**src/ipvc_cfg.svh**
```systemverilog
// Constants of the interrupt priority and vector configuration block.
// Assumes the includer imports nothing else under these macro names.
// Operation
// A 2-bit priority field of 00 disables its source, 01 gives level 0, 10 level 1, 11 level 2.
// Every priority field resets to 00, so all these sources start disabled.
// Only levels 0 to 2 exist for these sources; no code gives a higher level.
// The first priority register holds serial-0 and timer-A channel fields at fixed positions.
// The second priority register holds PWM and ADC fields at fixed positions.
// Reserved bits of these registers read as zero and ignore writes.
// The 13-bit vector base field forms the upper 13 bits of the 21-bit vector address.
// The lower eight address bits come from the winning source and sit below the base.
// The 7-bit fast selector names the vector number that becomes fast interrupt 0.
// A winning fast source drives its programmed fast address instead of the table address.
// Software sets any fast-selected source to level 2, otherwise behaviour is undefined.
// A fast-selected source outranks every other level-2 source.
// When both fast selections are pending, fast interrupt 0 wins over fast interrupt 1.
// Each fast vector address is 21 bits, a 16-bit low part and a 5-bit high part.
// Only pending enabled sources request; highest level wins, lower vector number breaks ties.
`ifndef IPVC_CFG_SVH
`define IPVC_CFG_SVH

`define IPVC_IDX_PRI0 8'h08
`define IPVC_IDX_PRI1 8'h09
`define IPVC_IDX_BASE 8'h0A
`define IPVC_IDX_FAST0 8'h0B
`define IPVC_IDX_STAT 8'h20

`define IPVC_MASK_PRI0 16'hF3FF
`define IPVC_MASK_PRI1 16'hFFFF
`define IPVC_MASK_BASE 16'h1FFF
`define IPVC_MASK_FAST0 16'h007F
`define IPVC_RST_REG 16'h0000

`define IPVC_POS_S0_RX_FULL 14
`define IPVC_POS_S0_RX_ERR 12
`define IPVC_POS_S0_TX_IDLE 8
`define IPVC_POS_S0_TX_EMPTY 6
`define IPVC_POS_TA_CH3 4
`define IPVC_POS_TA_CH2 2
`define IPVC_POS_TA_CH1 0
`define IPVC_POS_PWMA_FAULT 14
`define IPVC_POS_PWMB_FAULT 12
`define IPVC_POS_PWMA_RELOAD 10
`define IPVC_POS_PWMB_RELOAD 8
`define IPVC_POS_ADCA_ZC 6
`define IPVC_POS_ADCB_ZC 4
`define IPVC_POS_ADCA_DONE 2
`define IPVC_POS_ADCB_DONE 0

`define IPVC_FLD_OFF 2'h0
`define IPVC_FLD_LVL2 2'h3
`define IPVC_LVL_TOP 2'h2
`define IPVC_SRC_COUNT 15
`define IPVC_VEC_FIRST 7'h40
`define IPVC_HSIZE_WORD 3'h2

`endif

```
**src/ipvc_pkg.sv**
```systemverilog
// Types shared by the interrupt priority and vector configuration block.
// Assumes ipvc_cfg.svh supplies the numeric constants.
package ipvc_pkg;
    typedef logic [1:0] ipvc_field_type;
    typedef logic [6:0] ipvc_vecnum_type;
    typedef logic [20:0] ipvc_addr_type;
    typedef logic [15:0] ipvc_reg_type;
endpackage

```
**src/ipvc_level_decode.sv**
```systemverilog
// Decodes one 2-bit priority field into an enable and a level.
// Assumes the field comes from a register on the same clock.
`timescale 1ns/1ps
`include "ipvc_cfg.svh"
module ipvc_level_decode (
    // Priority field
    input wire ipvc_pkg::ipvc_field_type field,
    // Decoded result
    output logic enabled,
    output logic [1:0] level
);
    import ipvc_pkg::*;

    assign enabled = (field != `IPVC_FLD_OFF);
    // Code 11 maps to level 2, so no code reaches a level above it.
    assign level = enabled ? (field - 2'h1) : 2'h0;
endmodule

```
**src/ipvc_vector_select.sv**
```systemverilog
// Picks the winning interrupt source among pending, enabled sources.
// Assumes all inputs are synchronous to the caller's clock.
`timescale 1ns/1ps
`include "ipvc_cfg.svh"
module ipvc_vector_select #(
    parameter int SRC_N = `IPVC_SRC_COUNT,
    parameter logic [6:0] VEC_FIRST = `IPVC_VEC_FIRST
) (
    // Sources
    input wire logic [SRC_N-1:0] pending,
    input wire logic [SRC_N-1:0] enabled,
    input wire logic [1:0] level [SRC_N],
    // Fast selections
    input wire ipvc_pkg::ipvc_vecnum_type fastSel0,
    input wire ipvc_pkg::ipvc_vecnum_type fastSel1,
    // Winner
    output logic found,
    output ipvc_pkg::ipvc_vecnum_type winVec,
    output logic [1:0] winLevel,
    output logic winFast0,
    output logic winFast1,
    output logic fast0Live,
    output logic fast1Live
);
    import ipvc_pkg::*;

    logic [4:0] rank;
    logic [4:0] bestRank;
    logic [6:0] vec;
    logic isF0;
    logic isF1;

    // A fast bonus counts only at level 2; at any other level it is ignored.
    always_comb begin
        rank = 5'h00;
        bestRank = 5'h00;
        vec = 7'h00;
        isF0 = 1'b0;
        isF1 = 1'b0;
        found = 1'b0;
        winVec = 7'h00;
        winLevel = 2'h0;
        winFast0 = 1'b0;
        winFast1 = 1'b0;
        fast0Live = 1'b0;
        fast1Live = 1'b0;
        for (int i = 0; i < SRC_N; i++) begin
            vec = VEC_FIRST + 7'(i);
            isF0 = (vec == fastSel0) && (level[i] == `IPVC_LVL_TOP);
            isF1 = (vec == fastSel1) && (level[i] == `IPVC_LVL_TOP);
            rank = {isF0, isF1, 1'b1, level[i]};
            if (pending[i] && enabled[i]) begin
                fast0Live = fast0Live | isF0;
                fast1Live = fast1Live | isF1;
            end
            // Strict compare keeps the lower vector number on a tie.
            if (pending[i] && enabled[i] && (rank > bestRank)) begin
                bestRank = rank;
                found = 1'b1;
                winVec = vec;
                winLevel = level[i];
                winFast0 = isF0;
                winFast1 = isF1 && !isF0;
            end
        end
    end
endmodule

```
**src/ipvc_config.sv**
```systemverilog
// Priority registers, vector base, fast selector and vector address output.
// Assumes one AHB-Lite master, pending inputs on ref_clk, and a core that
// samples the registered vector outputs.
`timescale 1ns/1ps
`include "ipvc_cfg.svh"
module ipvc_config #(
    parameter int SRC_N = `IPVC_SRC_COUNT,
    parameter logic [6:0] VEC_FIRST = `IPVC_VEC_FIRST
) (
    // Clock and reset
    input wire logic ref_clk,
    input wire logic nrst,
    // AHB-Lite slave
    input wire logic hsel,
    input wire logic [31:0] haddr,
    input wire logic [1:0] htrans,
    input wire logic hwrite,
    input wire logic [2:0] hsize,
    input wire logic [31:0] hwdata,
    input wire logic hready,
    output logic hreadyout,
    output logic hresp,
    output logic [31:0] hrdata,
    // Interrupt sources
    input wire logic [SRC_N-1:0] srcPending,
    // Fast interrupt 1 selection and both fast vector addresses
    input wire ipvc_pkg::ipvc_vecnum_type fastIrq1Select,
    input wire logic [15:0] fast0VectorLow,
    input wire logic [4:0] fast0VectorHigh,
    input wire logic [15:0] fast1VectorLow,
    input wire logic [4:0] fast1VectorHigh,
    // To the core
    output logic irqRequest,
    output logic [1:0] irqLevel,
    output logic irqFast,
    output ipvc_pkg::ipvc_vecnum_type irqVector,
    output ipvc_pkg::ipvc_addr_type vectorAddressBus
);
    import ipvc_pkg::*;

    ipvc_reg_type prioritySelSerial0Timera;
    ipvc_reg_type prioritySelPwmAdc;
    ipvc_reg_type vectorTableBase;
    ipvc_reg_type fastIrq0Select;

    logic accept;
    logic wrPhase;
    logic rdPhase;
    logic rdReady;
    logic addrValid;
    logic [7:0] addrIdx;
    logic [15:0] statusWord;

    ipvc_field_type srcField [SRC_N];
    logic [SRC_N-1:0] srcEnabled;
    logic [1:0] srcLevel [SRC_N];

    logic found;
    ipvc_vecnum_type winVec;
    logic [1:0] winLevel;
    logic winFast0;
    logic winFast1;
    logic fast0Live;
    logic fast1Live;
    ipvc_addr_type fast0Addr;
    ipvc_addr_type fast1Addr;
    ipvc_addr_type next_vectorAddressBus;
    logic [12:0] baseField;

    // Bus front end.

    assign accept = hsel && hready && htrans[1];
    assign hresp = 1'b0;
    // Reads take one wait state so that hrdata comes from a flip-flop and
    // always reflects a write that finished in the cycle before.
    assign hreadyout = !rdPhase || rdReady;

    always_ff @(posedge ref_clk or negedge nrst) begin
        if (!nrst) begin
            wrPhase <= 1'b0;
            rdPhase <= 1'b0;
            addrValid <= 1'b0;
            addrIdx <= 8'h00;
        end else if (accept) begin
            wrPhase <= hwrite && (hsize == `IPVC_HSIZE_WORD);
            rdPhase <= !hwrite;
            addrValid <= (haddr[31:10] == 22'h000000) && (haddr[1:0] == 2'h0);
            addrIdx <= haddr[9:2];
        end else if (hready) begin
            wrPhase <= 1'b0;
            rdPhase <= 1'b0;
        end
    end

    always_ff @(posedge ref_clk or negedge nrst) begin
        if (!nrst) begin
            rdReady <= 1'b0;
        end else if (rdPhase && !rdReady) begin
            rdReady <= 1'b1;
        end else begin
            rdReady <= 1'b0;
        end
    end

    // Register writes; reserved bits are masked off on the way in.

    always_ff @(posedge ref_clk or negedge nrst) begin
        if (!nrst) begin
            prioritySelSerial0Timera <= `IPVC_RST_REG;
            prioritySelPwmAdc <= `IPVC_RST_REG;
            vectorTableBase <= `IPVC_RST_REG;
            fastIrq0Select <= `IPVC_RST_REG;
        end else if (wrPhase && addrValid) begin
            unique case (addrIdx)
                `IPVC_IDX_PRI0: begin
                    prioritySelSerial0Timera <= hwdata[15:0] & `IPVC_MASK_PRI0;
                end
                `IPVC_IDX_PRI1: begin
                    prioritySelPwmAdc <= hwdata[15:0] & `IPVC_MASK_PRI1;
                end
                `IPVC_IDX_BASE: begin
                    vectorTableBase <= hwdata[15:0] & `IPVC_MASK_BASE;
                end
                `IPVC_IDX_FAST0: begin
                    fastIrq0Select <= hwdata[15:0] & `IPVC_MASK_FAST0;
                end
                default: begin
                end
            endcase
        end
    end

    // Register reads; unmapped words read as zero.

    assign statusWord = {irqRequest, irqFast, irqLevel, 5'h00, irqVector};

    always_ff @(posedge ref_clk or negedge nrst) begin
        if (!nrst) begin
            hrdata <= 32'h00000000;
        end else if (rdPhase && !rdReady) begin
            hrdata <= 32'h00000000;
            if (addrValid) begin
                unique case (addrIdx)
                    `IPVC_IDX_PRI0: hrdata[15:0] <= prioritySelSerial0Timera;
                    `IPVC_IDX_PRI1: hrdata[15:0] <= prioritySelPwmAdc;
                    `IPVC_IDX_BASE: hrdata[15:0] <= vectorTableBase;
                    `IPVC_IDX_FAST0: hrdata[15:0] <= fastIrq0Select;
                    `IPVC_IDX_STAT: hrdata[15:0] <= statusWord;
                    default: hrdata[15:0] <= 16'h0000;
                endcase
            end
        end
    end

    // Field extraction in vector-number order.

    assign srcField[0] = prioritySelSerial0Timera[`IPVC_POS_S0_RX_FULL +: 2];
    assign srcField[1] = prioritySelSerial0Timera[`IPVC_POS_S0_RX_ERR +: 2];
    assign srcField[2] = prioritySelSerial0Timera[`IPVC_POS_S0_TX_IDLE +: 2];
    assign srcField[3] = prioritySelSerial0Timera[`IPVC_POS_S0_TX_EMPTY +: 2];
    assign srcField[4] = prioritySelSerial0Timera[`IPVC_POS_TA_CH3 +: 2];
    assign srcField[5] = prioritySelSerial0Timera[`IPVC_POS_TA_CH2 +: 2];
    assign srcField[6] = prioritySelSerial0Timera[`IPVC_POS_TA_CH1 +: 2];
    assign srcField[7] = prioritySelPwmAdc[`IPVC_POS_PWMA_FAULT +: 2];
    assign srcField[8] = prioritySelPwmAdc[`IPVC_POS_PWMB_FAULT +: 2];
    assign srcField[9] = prioritySelPwmAdc[`IPVC_POS_PWMA_RELOAD +: 2];
    assign srcField[10] = prioritySelPwmAdc[`IPVC_POS_PWMB_RELOAD +: 2];
    assign srcField[11] = prioritySelPwmAdc[`IPVC_POS_ADCA_ZC +: 2];
    assign srcField[12] = prioritySelPwmAdc[`IPVC_POS_ADCB_ZC +: 2];
    assign srcField[13] = prioritySelPwmAdc[`IPVC_POS_ADCA_DONE +: 2];
    assign srcField[14] = prioritySelPwmAdc[`IPVC_POS_ADCB_DONE +: 2];

    for (genvar g = 0; g < SRC_N; g++) begin : gen_decode
        ipvc_level_decode u_decode (
            .field(srcField[g]),
            .enabled(srcEnabled[g]),
            .level(srcLevel[g])
        );
    end

    ipvc_vector_select #(
        .SRC_N(SRC_N),
        .VEC_FIRST(VEC_FIRST)
    ) u_select (
        .pending(srcPending),
        .enabled(srcEnabled),
        .level(srcLevel),
        .fastSel0(fastIrq0Select[6:0]),
        .fastSel1(fastIrq1Select),
        .found(found),
        .winVec(winVec),
        .winLevel(winLevel),
        .winFast0(winFast0),
        .winFast1(winFast1),
        .fast0Live(fast0Live),
        .fast1Live(fast1Live)
    );

    // Vector address to the core.

    assign fast0Addr = {fast0VectorHigh, fast0VectorLow};
    assign fast1Addr = {fast1VectorHigh, fast1VectorLow};
    assign baseField = vectorTableBase[12:0];

    always_comb begin
        next_vectorAddressBus = 21'h000000;
        if (found && winFast0) begin
            next_vectorAddressBus = fast0Addr;
        end else if (found && winFast1) begin
            next_vectorAddressBus = fast1Addr;
        end else if (found) begin
            next_vectorAddressBus = {baseField, 1'b0, winVec};
        end
    end

    always_ff @(posedge ref_clk or negedge nrst) begin
        if (!nrst) begin
            vectorAddressBus <= 21'h000000;
        end else begin
            vectorAddressBus <= next_vectorAddressBus;
        end
    end

    always_ff @(posedge ref_clk or negedge nrst) begin
        if (!nrst) begin
            irqRequest <= 1'b0;
            irqLevel <= 2'h0;
            irqFast <= 1'b0;
            irqVector <= 7'h00;
        end else begin
            irqRequest <= found;
            irqLevel <= winLevel;
            irqFast <= found && (winFast0 || winFast1);
            irqVector <= winVec;
        end
    end
endmodule

```
**config.mk**
```make
export PLATFORM = sky130hd
export DESIGN_NAME = ipvc_config
export DESIGN_NICKNAME = d
export VERILOG_FILES = /design/src/ipvc_pkg.sv /design/src/ipvc_level_decode.sv /design/src/ipvc_vector_select.sv /design/src/ipvc_config.sv
export VERILOG_INCLUDE_DIRS = /design/src
export SDC_FILE = /design/constraint.sdc
export NUM_CORES = 1
export LEC_CHECK = 0
export CORE_MARGIN = 8
export CORE_UTILIZATION = 59
export CTS_CLUSTER_DIAMETER = 150
export CTS_CLUSTER_SIZE = 14
export DETAILED_ROUTE_END_ITERATION = 8
export DONT_BUFFER_PORTS = 1
export PLACE_DENSITY = 0.86
export SYNTH_ARGS = -nofsm -noshare
export SYNTH_HDL_FRONTEND = slang
export SYNTH_SLANG_ARGS = --single-unit
```
**constraint.sdc**
```tcl
create_clock -name ref_clk -period 23.2 [get_ports ref_clk]
set_input_delay 3.48 -clock ref_clk [delete_from_list [all_inputs] [get_ports ref_clk]]
set_output_delay 3.48 -clock ref_clk [all_outputs]
set_load 0.005 [all_outputs]
```
======== Word-level counts from Yosys, hierarchy flattened ========
Cells that the tools add are included.
operators by class
  $lt $le $gt $ge ......................... 15
  mux-type cells .......................... 113
  reduce and logical (&&, ||, !) cells .... 126
  eq/ne operators ......................... 51
  add/sub/neg operators ................... 15
operators by type and width
  operator             number
  $eq 7x7->1 const A   30
  $mux 7               15
  $logic_and 1x1->1    84
  $pmux 16 s5          1
  $gt 5x5->1           14
  $mux 5               14
  $mux 21              3
  $mux 2               30
  $mux 1               49
  $eq 8x4->1 const B   4
  $reduce_bool 2->1    16
  $eq 2x2->1 const B   15
  $sub 2x1->2 const B  15
  $logic_not 22->1     1
  $logic_not 1->1      18
  $mux 16              1
  $eq 8x6->1 const B   1
  $reduce_and 2->1     4
  $gt 5x1->1 const B   1
  $eq 3x2->1 const B   1
  $logic_not 2->1      1
  $logic_or 1x1->1     2
word-level totals
  word-level logic and storage cells ...... 335
  output and inout port bits .............. 66
  bits in registers ....................... 110
  input port bits ......................... 138

======== Longest topological paths before layout ========
Gate-level depths: netlist of the first run.
  depth in word-level cells ............... 52
  depth in mapped cells ................... 125
  gate-level depth less buffers ........... 121

======== By module ========
Synthesis of the first run repeated with hierarchy kept, for this count alone.
second synthesis, totals
  cell total of the unflattened synthesis .. 990
  area, all modules ....................... 8878.5 um2
modules (own cells, without submodules)
  module              cells an instance  seq. area each (um2)  area each (um2)  times used
  ipvc_config         404                2752.6                4999.8           1
  ipvc_vector_select  541                0.0                   3540.9           1
  ipvc_level_decode   3                  0.0                   22.5             15

======== Least setup slack after synthesis of the first run ========
Ideal clock, no wire load.
  kind .................................... input to register
  start point ............................. in fastIrq1Select[3]
  end point ............................... reg vectorAddressBus[2]
  buffers on the path ..................... 3
  arrival ................................. 24.464 ns
  path slack .............................. -1.387 ns
  library setup time ...................... 0.123 ns
  data required time ...................... 23.077 ns
  cell stages on the path ................. 117
  cells stage by stage .................... or4b_4 > or3_1 > buf_2 > clkinv_2 > ha_1 > o21ai_0 > a21boi_0 > o21ai_1 > clkbuf_1 > o21ai_0 > ha_1 > o21ai_0 > a211oi_1 > o21ai_0 > o211ai_1 > mux2_2 > ha_1 > nor3_1 > [... 81 more ...] > mux2_4 > ha_1 > a21o_1 > o21ai_0 > nand2_1 > o21ai_2 > mux2_4 > ha_1 > nor2b_1 > o21ai_0 > nand2b_1 > a21oi_1 > a41o_1 > or2_2 > nand2_1 > or3_4 > or4_1 > o221a_2
between the ends
  word-level cells in the longest chain between the ends .. 50
  elaborated cells between the ends (all ways) .. 153
RTL lines
  element                                              RTL line                                RTL
  from (decl)                                          ipvc_config.sv:27                       input wire ipvc_pkg::ipvc_vecnum_type fastIrq1Select,
  $eq 7x7->1                                           ipvc_vector_select.sv:50                isF1 = (vec == fastSel1) && (level[i] == `IPVC_LVL_TOP);
  $logic_and 1x1->1                                    ipvc_vector_select.sv:50
  $gt 5x1->1                                           ipvc_vector_select.sv:57                if (pending[i] && enabled[i] && (rank > bestRank)) begin
  $logic_and 1x1->1                                    ipvc_vector_select.sv:57
  $mux 5                                               ipvc_vector_select.sv:57
  $gt 5x5->1                                           ipvc_vector_select.sv:57
  $logic_and 1x1->1                                    ipvc_vector_select.sv:57
  $mux 5                                               ipvc_vector_select.sv:57
  [... 35 more ...]                                    -
  $mux 5                                               ipvc_vector_select.sv:57
  $gt 5x5->1                                           ipvc_vector_select.sv:57
  $logic_and 1x1->1                                    ipvc_vector_select.sv:57
  $mux 7 / $mux 1 (equally long branches)              ipvc_vector_select.sv:57
  $mux 21 / $logic_and 1x1->1 (equally long branches)  ipvc_config.sv:211, ipvc_config.sv:209
  $mux 21                                              ipvc_config.sv:209                      end else if (found && winFast1) begin
  $mux 21 *                                            ipvc_config.sv:207                      if (found && winFast0) begin
  named net next_vectorAddressBus[2]                   ipvc_config.sv:67                       ipvc_addr_type next_vectorAddressBus;
  to (signal assigned)                                 ipvc_config.sv:220                      vectorAddressBus <= next_vectorAddressBus;
  to (decl)                                            ipvc_config.sv:37                       output ipvc_pkg::ipvc_addr_type vectorAddressBus
Mark *: on every way through the listed nets, which the timed path passes. The rest lies on a longest branch.
A chain may end at the register's enable or synchronous reset.

======== Worst setup path in the final report of the first run ========
  start point ............................. in fastIrq1Select[4]
  end point ............................... reg vectorAddressBus[15]
between the ends
  word-level cells in the longest chain between the ends .. 50
  elaborated cells between the ends (all ways) .. 139
RTL lines
  element                                              RTL line
  $eq 7x7->1                                           ipvc_vector_select.sv:50
  $logic_and 1x1->1                                    ipvc_vector_select.sv:50
  $gt 5x1->1                                           ipvc_vector_select.sv:57
  $logic_and 1x1->1                                    ipvc_vector_select.sv:57
  $mux 5                                               ipvc_vector_select.sv:57
  $gt 5x5->1                                           ipvc_vector_select.sv:57
  $logic_and 1x1->1                                    ipvc_vector_select.sv:57
  $mux 5                                               ipvc_vector_select.sv:57
  [... 35 more ...]                                    -
  $mux 5                                               ipvc_vector_select.sv:57
  $gt 5x5->1                                           ipvc_vector_select.sv:57
  $logic_and 1x1->1                                    ipvc_vector_select.sv:57
  $mux 1                                               ipvc_vector_select.sv:57
  $mux 21 / $logic_and 1x1->1 (equally long branches)  ipvc_config.sv:211, ipvc_config.sv:209
  $mux 21                                              ipvc_config.sv:209
  $mux 21 *                                            ipvc_config.sv:207
  named net next_vectorAddressBus[15]                  ipvc_config.sv:67
Marked as above.

==> results_dict.tcl, run 1 <==
set metrics [dict create \
    hold_slack_ns 0.509 \
    synthFlopType "dfrtp_1" \
    worst_ep_required_time_ns 23.46 \
    detail_route.first_pass.iterations 6 \
    port_buffers 0 \
    grt_pass1_wl_um 42900 \
    synthArstFlopShare 1.00 \
    fin_crit_ns 23.46 \
    cts_buffer_depth 2 \
    grt_pass1_vias 8178 \
    worstMarginPinSlew_ns 1.27 \
    die_y_um 134 \
    pre_cts_ws_ns -0.678 \
    core-area_mm2 0.0138 \
    wl_per_cell_um 24.9 \
    crit_path_top_delay_cell "or4b_4" \
    status "finished, violations left" \
    wl_um 30400 \
    diodes 0 \
    finClkSkew_ns 0.00849 \
    critPathCaptureType "flop" \
    p_leak_uw 0.00429 \
    fmax_ghz 0.0426 \
    rsz0062_at_grt "yes" \
    min_period_over_period 1.01 \
    finalPower_uw 600 \
    placed_area_mm2 0.00911 \
    final_cell_mix "dfrtp_1, buf_4, nand2_1" \
    synth_area_leaders "dfrtp_1, mux2_2, nand2_1" \
    synth_cells 944 \
    ant_nets 0 \
    synth-edff-count 0 \
    cts_sinks 108 \
    area.sequential_mm2 0.00270 \
    violations "setup timing" \
    yosysSeqAreaShare 0.328 \
    cts_max_level 3 \
    critPathKind "input pin to flop" \
    yosysTopAreaCell "dfrtp_1" \
    hold_violations 0 \
    power.internal_uw 400 \
    die_area_mm2 0.0180 \
    overflow 0 \
    drt-initial-drc-count 1359 \
    multi_input_area_mm2 0.00595 \
    power_frac_comb 0.388 \
    synth_top_area_share 0.328 \
    startpoint_type "input pin" \
    cpPeakStageDelay_ns 0.54 \
    fin_ws_ns -0.261 \
    ctsHoldBuffers 0 \
    slew_viol_final 0 \
    drc 0 \
    vias_per_cell 7.32 \
    path_max_fanout 10 \
    gp_congestion 0.967 \
    path_clk_slew_ns 0.07 \
    cts_root_buffer "clkbuf_16" \
    io_pins 204 \
    clock_latency_ns 0.36 \
    synth_area_mm2 0.00825 \
    numCtsBuffers 9 \
    swShare 0.334 \
    p_sw_uw 201 \
    fin_area_mm2 0.0103 \
    synth_area_per_cell_um2 8.74 \
    cts_tree "done" \
    synth-seq-cells 108 \
    n_fill_cell 899 \
    die_width_um 134 \
    grt_start_max_net_pins 109 \
    p_seq_frac 0.371 \
    syn_to_final_growth_pct 24.4 \
    grt_usage 0.294 \
    vias 8943 \
    antenna_found_initial 0 \
    synth_cell_types 94 \
    maxCapViolCount 0 \
    cp_data_arrival_time_ns 23.72 \
    drive_gt1_frac 0.318 \
    placementRows 43 \
    dpl.hpwl_um 21000 \
    power_frac_clock 0.241 \
    relSlewSlack 0.145 \
    p_per_area_mw_per_mm2 58.5 \
    ir_drop_uv 50.4 \
    synth_warnings 0 \
    start_util 0.599 \
    final_common_cell "dfrtp_1" \
    setup_violations 21 \
    nNetsFinal 1199 \
    hold_path_class "flop to flop" \
]
[critical path: cells and delay by family]
family          cells  cell delay [ns]
simple gates       38             5.83
mux                 4             1.27
buf+inv             8             1.06
fa+ha+maj          14             3.52
compound gates     55             8.49
[sequential cells by signal, indices dropped and copies added (netlist names)]
signal	cells
rdReady	1
prioritySelPwmAdc	16
vectorTableBase	13
irqRequest	1
vectorAddressBus	21
irqLevel	2
prioritySelSerial0Timera	14
irqVector	5
addrIdx	8
hrdata	16
wrPhase	1
addrValid	1
irqFast	1
fastIrq0Select	7
rdPhase	1
[Yosys cell counts (5+ instances only)]
cell type	n
nor2b_1	11
o31a_1	5
nor2_1	58
o21ai_0	58
o211ai_1	30
a31oi_1	7
o31ai_1	15
a211oi_1	5
a21oi_1	31
nand4_1	12
a22o_1	11
nand2_1	111
clkbuf_1	29
ha_1	22
nor4_1	9
o221ai_1	5
nor3b_1	5
mux2_2	61
mux2i_1	6
buf_4	19
o2111ai_1	11
and3_1	6
nand2b_1	28
o21ai_1	7
or3_1	16
nand3_1	41
or2_2	7
inv_1	27
o22ai_1	7
or4_1	5
nor3_1	30
dfrtp_1	108
o21a_1	15
a222oi_1	9
a21o_1	8
and2_1	12
[power by group through the flow]
stage               Sequential [uW]  Combinational, uW  Clock [uW]
CTS                             222                178         143
finish                          223                233         145
global route                    224                245         153
global placement                225                163           0
floorplan                       215                121           0
detailed placement              225                168           0
[kinds of logic after synthesis]
family	share of synthesized area
AOI/OAI and AO/OA	0.248
adders and majority gates	0.0334
buffers and inverters	0.0467
DFF	0.328
muxes	0.104
other	0.000455
and+or+nand+nor	0.240
[worst paths after layout]
check / start / endpoint / slack [ns] / cells past startpoint
worst max-delay path: fastIrq1Select[4] / vectorAddressBus[15]$_DFF_PN0_ / -0.26 / 119
min in group asynchronous: nrst / vectorAddressBus[7]$_DFF_PN0_ / 2.81 / 0
worst min-delay path: addrIdx[4]$_DFFE_PN0P_ / addrIdx[4]$_DFFE_PN0P_ / 0.51 / 1
worst min register to register: addrIdx[4]$_DFFE_PN0P_ / addrIdx[4]$_DFFE_PN0P_ / 0.51 / 1
worst max register to register: fastIrq0Select[3]$_DFFE_PN0P_ / vectorAddressBus[15]$_DFF_PN0_ / 1.76 / 120
max in group asynchronous: nrst / addrIdx[3]$_DFFE_PN0P_ / 20.21 / 0
[area by class of cell]
cell class / instances / share of cell area
Clock buffer: 12 / 0.0250
Inverter: 28 / 0.0105
Clock inverter: 1 / 0.000853
Tap cell: 180 / 0.0219
Sequential cell: 108 / 0.263
Timing Repair Buffer: 120 / 0.0985
Multi-Input combinational cell: 772 / 0.580
[stage by stage]
stage | setup TNS (ns) | util | cells
CTS | -0.0935 | 0.690 | 1191
finish | -3.56 | 0.745 | 1221
detailed placement | -13.60 | 0.661 | 1170
floorplan | 0 | - | 962
global placement | -7.80 | 0.661 | 1170
global route | -27.96 | 0.745 | 1221
[routing by layer]
layer  share of wire  track usage  up-vias  wire, um
li1                -            -     3751         -
met4           0.071        0.166        0      2150
met1            0.34        0.341     4198     10400
met2            0.47        0.473      754     14200
met5               0            0        -         0
met3            0.12       0.0886      240      3550
[what timing repair did]
item,4_1_cts,5_1_grt
pin swaps,10,72
cloned,0,2
gates resized for setup,18,100
setup endpoints to repair,25,30
setup buffers,8,31
Note: power is estimated with default switching activity, not from simulation.
==> run 2: changes to the inputs <==
BUFFER_PORTS_ARGS = -buffer_cell sky130_fd_sc_hd__buf_2   (was default)
CORE_UTILIZATION = 50   (was 59)
DONT_BUFFER_PORTS = default   (was 1)
PLACE_DENSITY = 0.87   (was 0.86)
==> run 2 against run 1 <==
The run still ends with setup timing left. Sequential share of layout area decreased by 2.5 points. Wire length grew 5.4%. Register-to-register slack better by 0.15 ns. Combinational power up 16%. Critical endpoint is now vectorAddressBus[2]$_DFF_PN0_. Largest cell class unchanged.
==> results_dict.tcl, run 2 (same netlist as run 1, synthesis figures left out) <==
set metrics [dict create \
    regToRegStartpoint "fastIrq0Select[3]$_DFFE_PN0P_" \
    crit_path_top_delay_cell "or4b_4" \
    finalPower_uw 639 \
    cts_tree "done" \
    power.internal_uw 422 \
    p_per_area_mw_per_mm2 56.2 \
    min_period_over_period 1.01 \
    relSlewSlack 0.166 \
    top_register "vectorAddressBus" \
    ant_nets 0 \
    syn_to_final_growth_pct 37.7 \
    fmax_ghz 0.0427 \
    n_fill_cell 1202 \
    hold_path_class "flop to flop" \
    die_y_um 144 \
    path_max_fanout 4 \
    r2r_slack_ns 1.91 \
    cts_buffer_depth 2 \
    grt_pass1_wl_um 46200 \
    fin_setup_tns_ns -3.67 \
    whs_endpoint "hrdata[4]$_DFFE_PN0P_" \
    wl_um 32000 \
    clock_latency_ns 0.35 \
    numCtsBuffers 9 \
    setup_violations 22 \
    gp_congestion 0.982 \
    startpoint_type "input pin" \
    vias_per_cell 6.44 \
    cts_root_buffer "clkbuf_16" \
    cpPeakStageDelay_ns 0.56 \
    ctsHoldBuffers 0 \
    die_width_um 144 \
    cts_sinks 108 \
    reg2reg_to "vectorAddressBus[2]$_DFF_PN0_" \
    vias 9388 \
    violations "setup timing" \
    final_common_cell "buf_2" \
    critPathCaptureType "flop" \
    maxCapViolCount 0 \
    reg_top3 "vectorAddressBus: 21 flops, hrdata: 16 flops, prioritySelPwmAdc: 16 flops" \
    detail_route.first_pass.iterations 7 \
    start_util 0.505 \
    grt_pass1_vias 8937 \
    fin_ws_ns -0.239 \
    power_frac_comb 0.422 \
    slew_viol_final 0 \
    drc 0 \
    power_frac_clock 0.235 \
    rsz0062_at_grt "yes" \
    rr_worst_depth 120 \
    fin_crit_ns 23.44 \
    grt_start_max_net_pins 60 \
    swShare 0.340 \
    overflow 0 \
    critPathKind "input pin to flop" \
    cp_data_arrival_time_ns 23.68 \
    fin_area_mm2 0.0114 \
    final_cell_mix "buf_2, buf_4, dfrtp_1" \
    holdCritStartpoint "hrdata[4]$_DFFE_PN0P_" \
    worst_ep_required_time_ns 23.44 \
    wl_per_cell_um 22.0 \
    placed_area_mm2 0.0101 \
    antenna_found_initial 2 \
    p_seq_frac 0.343 \
    finClkSkew_ns 0.00434 \
    largest_reg_flops 21 \
    grt_usage 0.282 \
    status "finished, violations left" \
    port_buffers 167 \
    holdPathStages 2 \
    drt-initial-drc-count 1187 \
    ir_drop_uv 42.8 \
    placementRows 47 \
    drive_gt1_frac 0.430 \
    p_leak_uw 0.00509 \
    core-area_mm2 0.0163 \
    die_area_mm2 0.0209 \
    io_pins 204 \
    hold_violations 0 \
    worstMarginPinSlew_ns 1.25 \
    p_sw_uw 217 \
    nNetsFinal 1393 \
    cts_max_level 3 \
    dpl.hpwl_um 23200 \
    fin_util 0.695 \
    path_clk_slew_ns 0.07 \
]
## run 2: critical path, delay by kind of cell
family | cells | cell delay, ns
compound gates | 54 | 7.97
simple gates | 40 | 6.54
fa+ha+maj | 14 | 3.67
buf+inv | 9 | 1.02
mux | 3 | 0.97
## run 2: final cells by class
| class | count | area (um^2) | area share |
|---|---|---|---|
| multi-input cells | 773 | 5970 | 0.526 |
| flip-flops and latches | 108 | 2700 | 0.238 |
| repair buffers | 313 | 2010 | 0.177 |
| well taps | 220 | 275 | 0.0242 |
| clock buffers | 11 | 253 | 0.0222 |
| inverters | 28 | 110 | 0.00969 |
| clock inverters | 4 | 32.5 | 0.00286 |
| diodes | 1 | 2.50 | 0.000220 |
## run 2: how the worst max path moves through the flow
stage                      start                              to  slack [ns]  cells past startpoint
4_1_cts        fastIrq1Select[3]   vectorAddressBus[2]$_DFF_PN0_       -0.16                    119
5_1_grt        fastIrq1Select[4]  vectorAddressBus[10]$_DFF_PN0_       -1.36                    121
3_5_place_dp   fastIrq1Select[3]   vectorAddressBus[2]$_DFF_PN0_       -0.96                    116
6_report       fastIrq1Select[4]   vectorAddressBus[2]$_DFF_PN0_       -0.24                    120
3_3_place_gp   fastIrq1Select[3]   vectorAddressBus[2]$_DFF_PN0_       -0.61                    116
2_1_floorplan  fastIrq1Select[3]   vectorAddressBus[2]$_DFF_PN0_        0.02                    120
## run 2: routing by layer
layer  wire, um  GRT usage  vias up
met5         13          0        -
met3       2970     0.0541      154
met2      15700      0.467      602
li1           -          -     4120
met1      11600      0.342     4510
met4       1710      0.148        2
## run 2: per-stage QoR
step | setup slack [ns] | hold WS (ns) | cells
4_1_cts | -0.163 | 0.475 | 1418
3_3_place_gp | -0.608 | 0.458 | 1392
5_1_grt | -1.36 | 0.511 | 1458
3_5_place_dp | -0.959 | 0.458 | 1392
2_1_floorplan | 0.0200 | 0.470 | 962
6_report | -0.239 | 0.474 | 1458
## run 2: power by group through the flow
stage               clock network (uW)  registers, uW  logic (uW)
global route                       156            220         288
CTS                                149            218         211
detailed placement                   0            221         201
finish                             150            219         270
global placement                     0            220         197
floorplan                            0            215         121
## run 2: what timing repair did
action	in CTS	in global routing
endpoints found under the setup margin	28	30
hold endpoints to repair	0	0
gates resized for setup	18	104
gates cloned	1	4
pin swaps	12	95
setup buffers	10	35
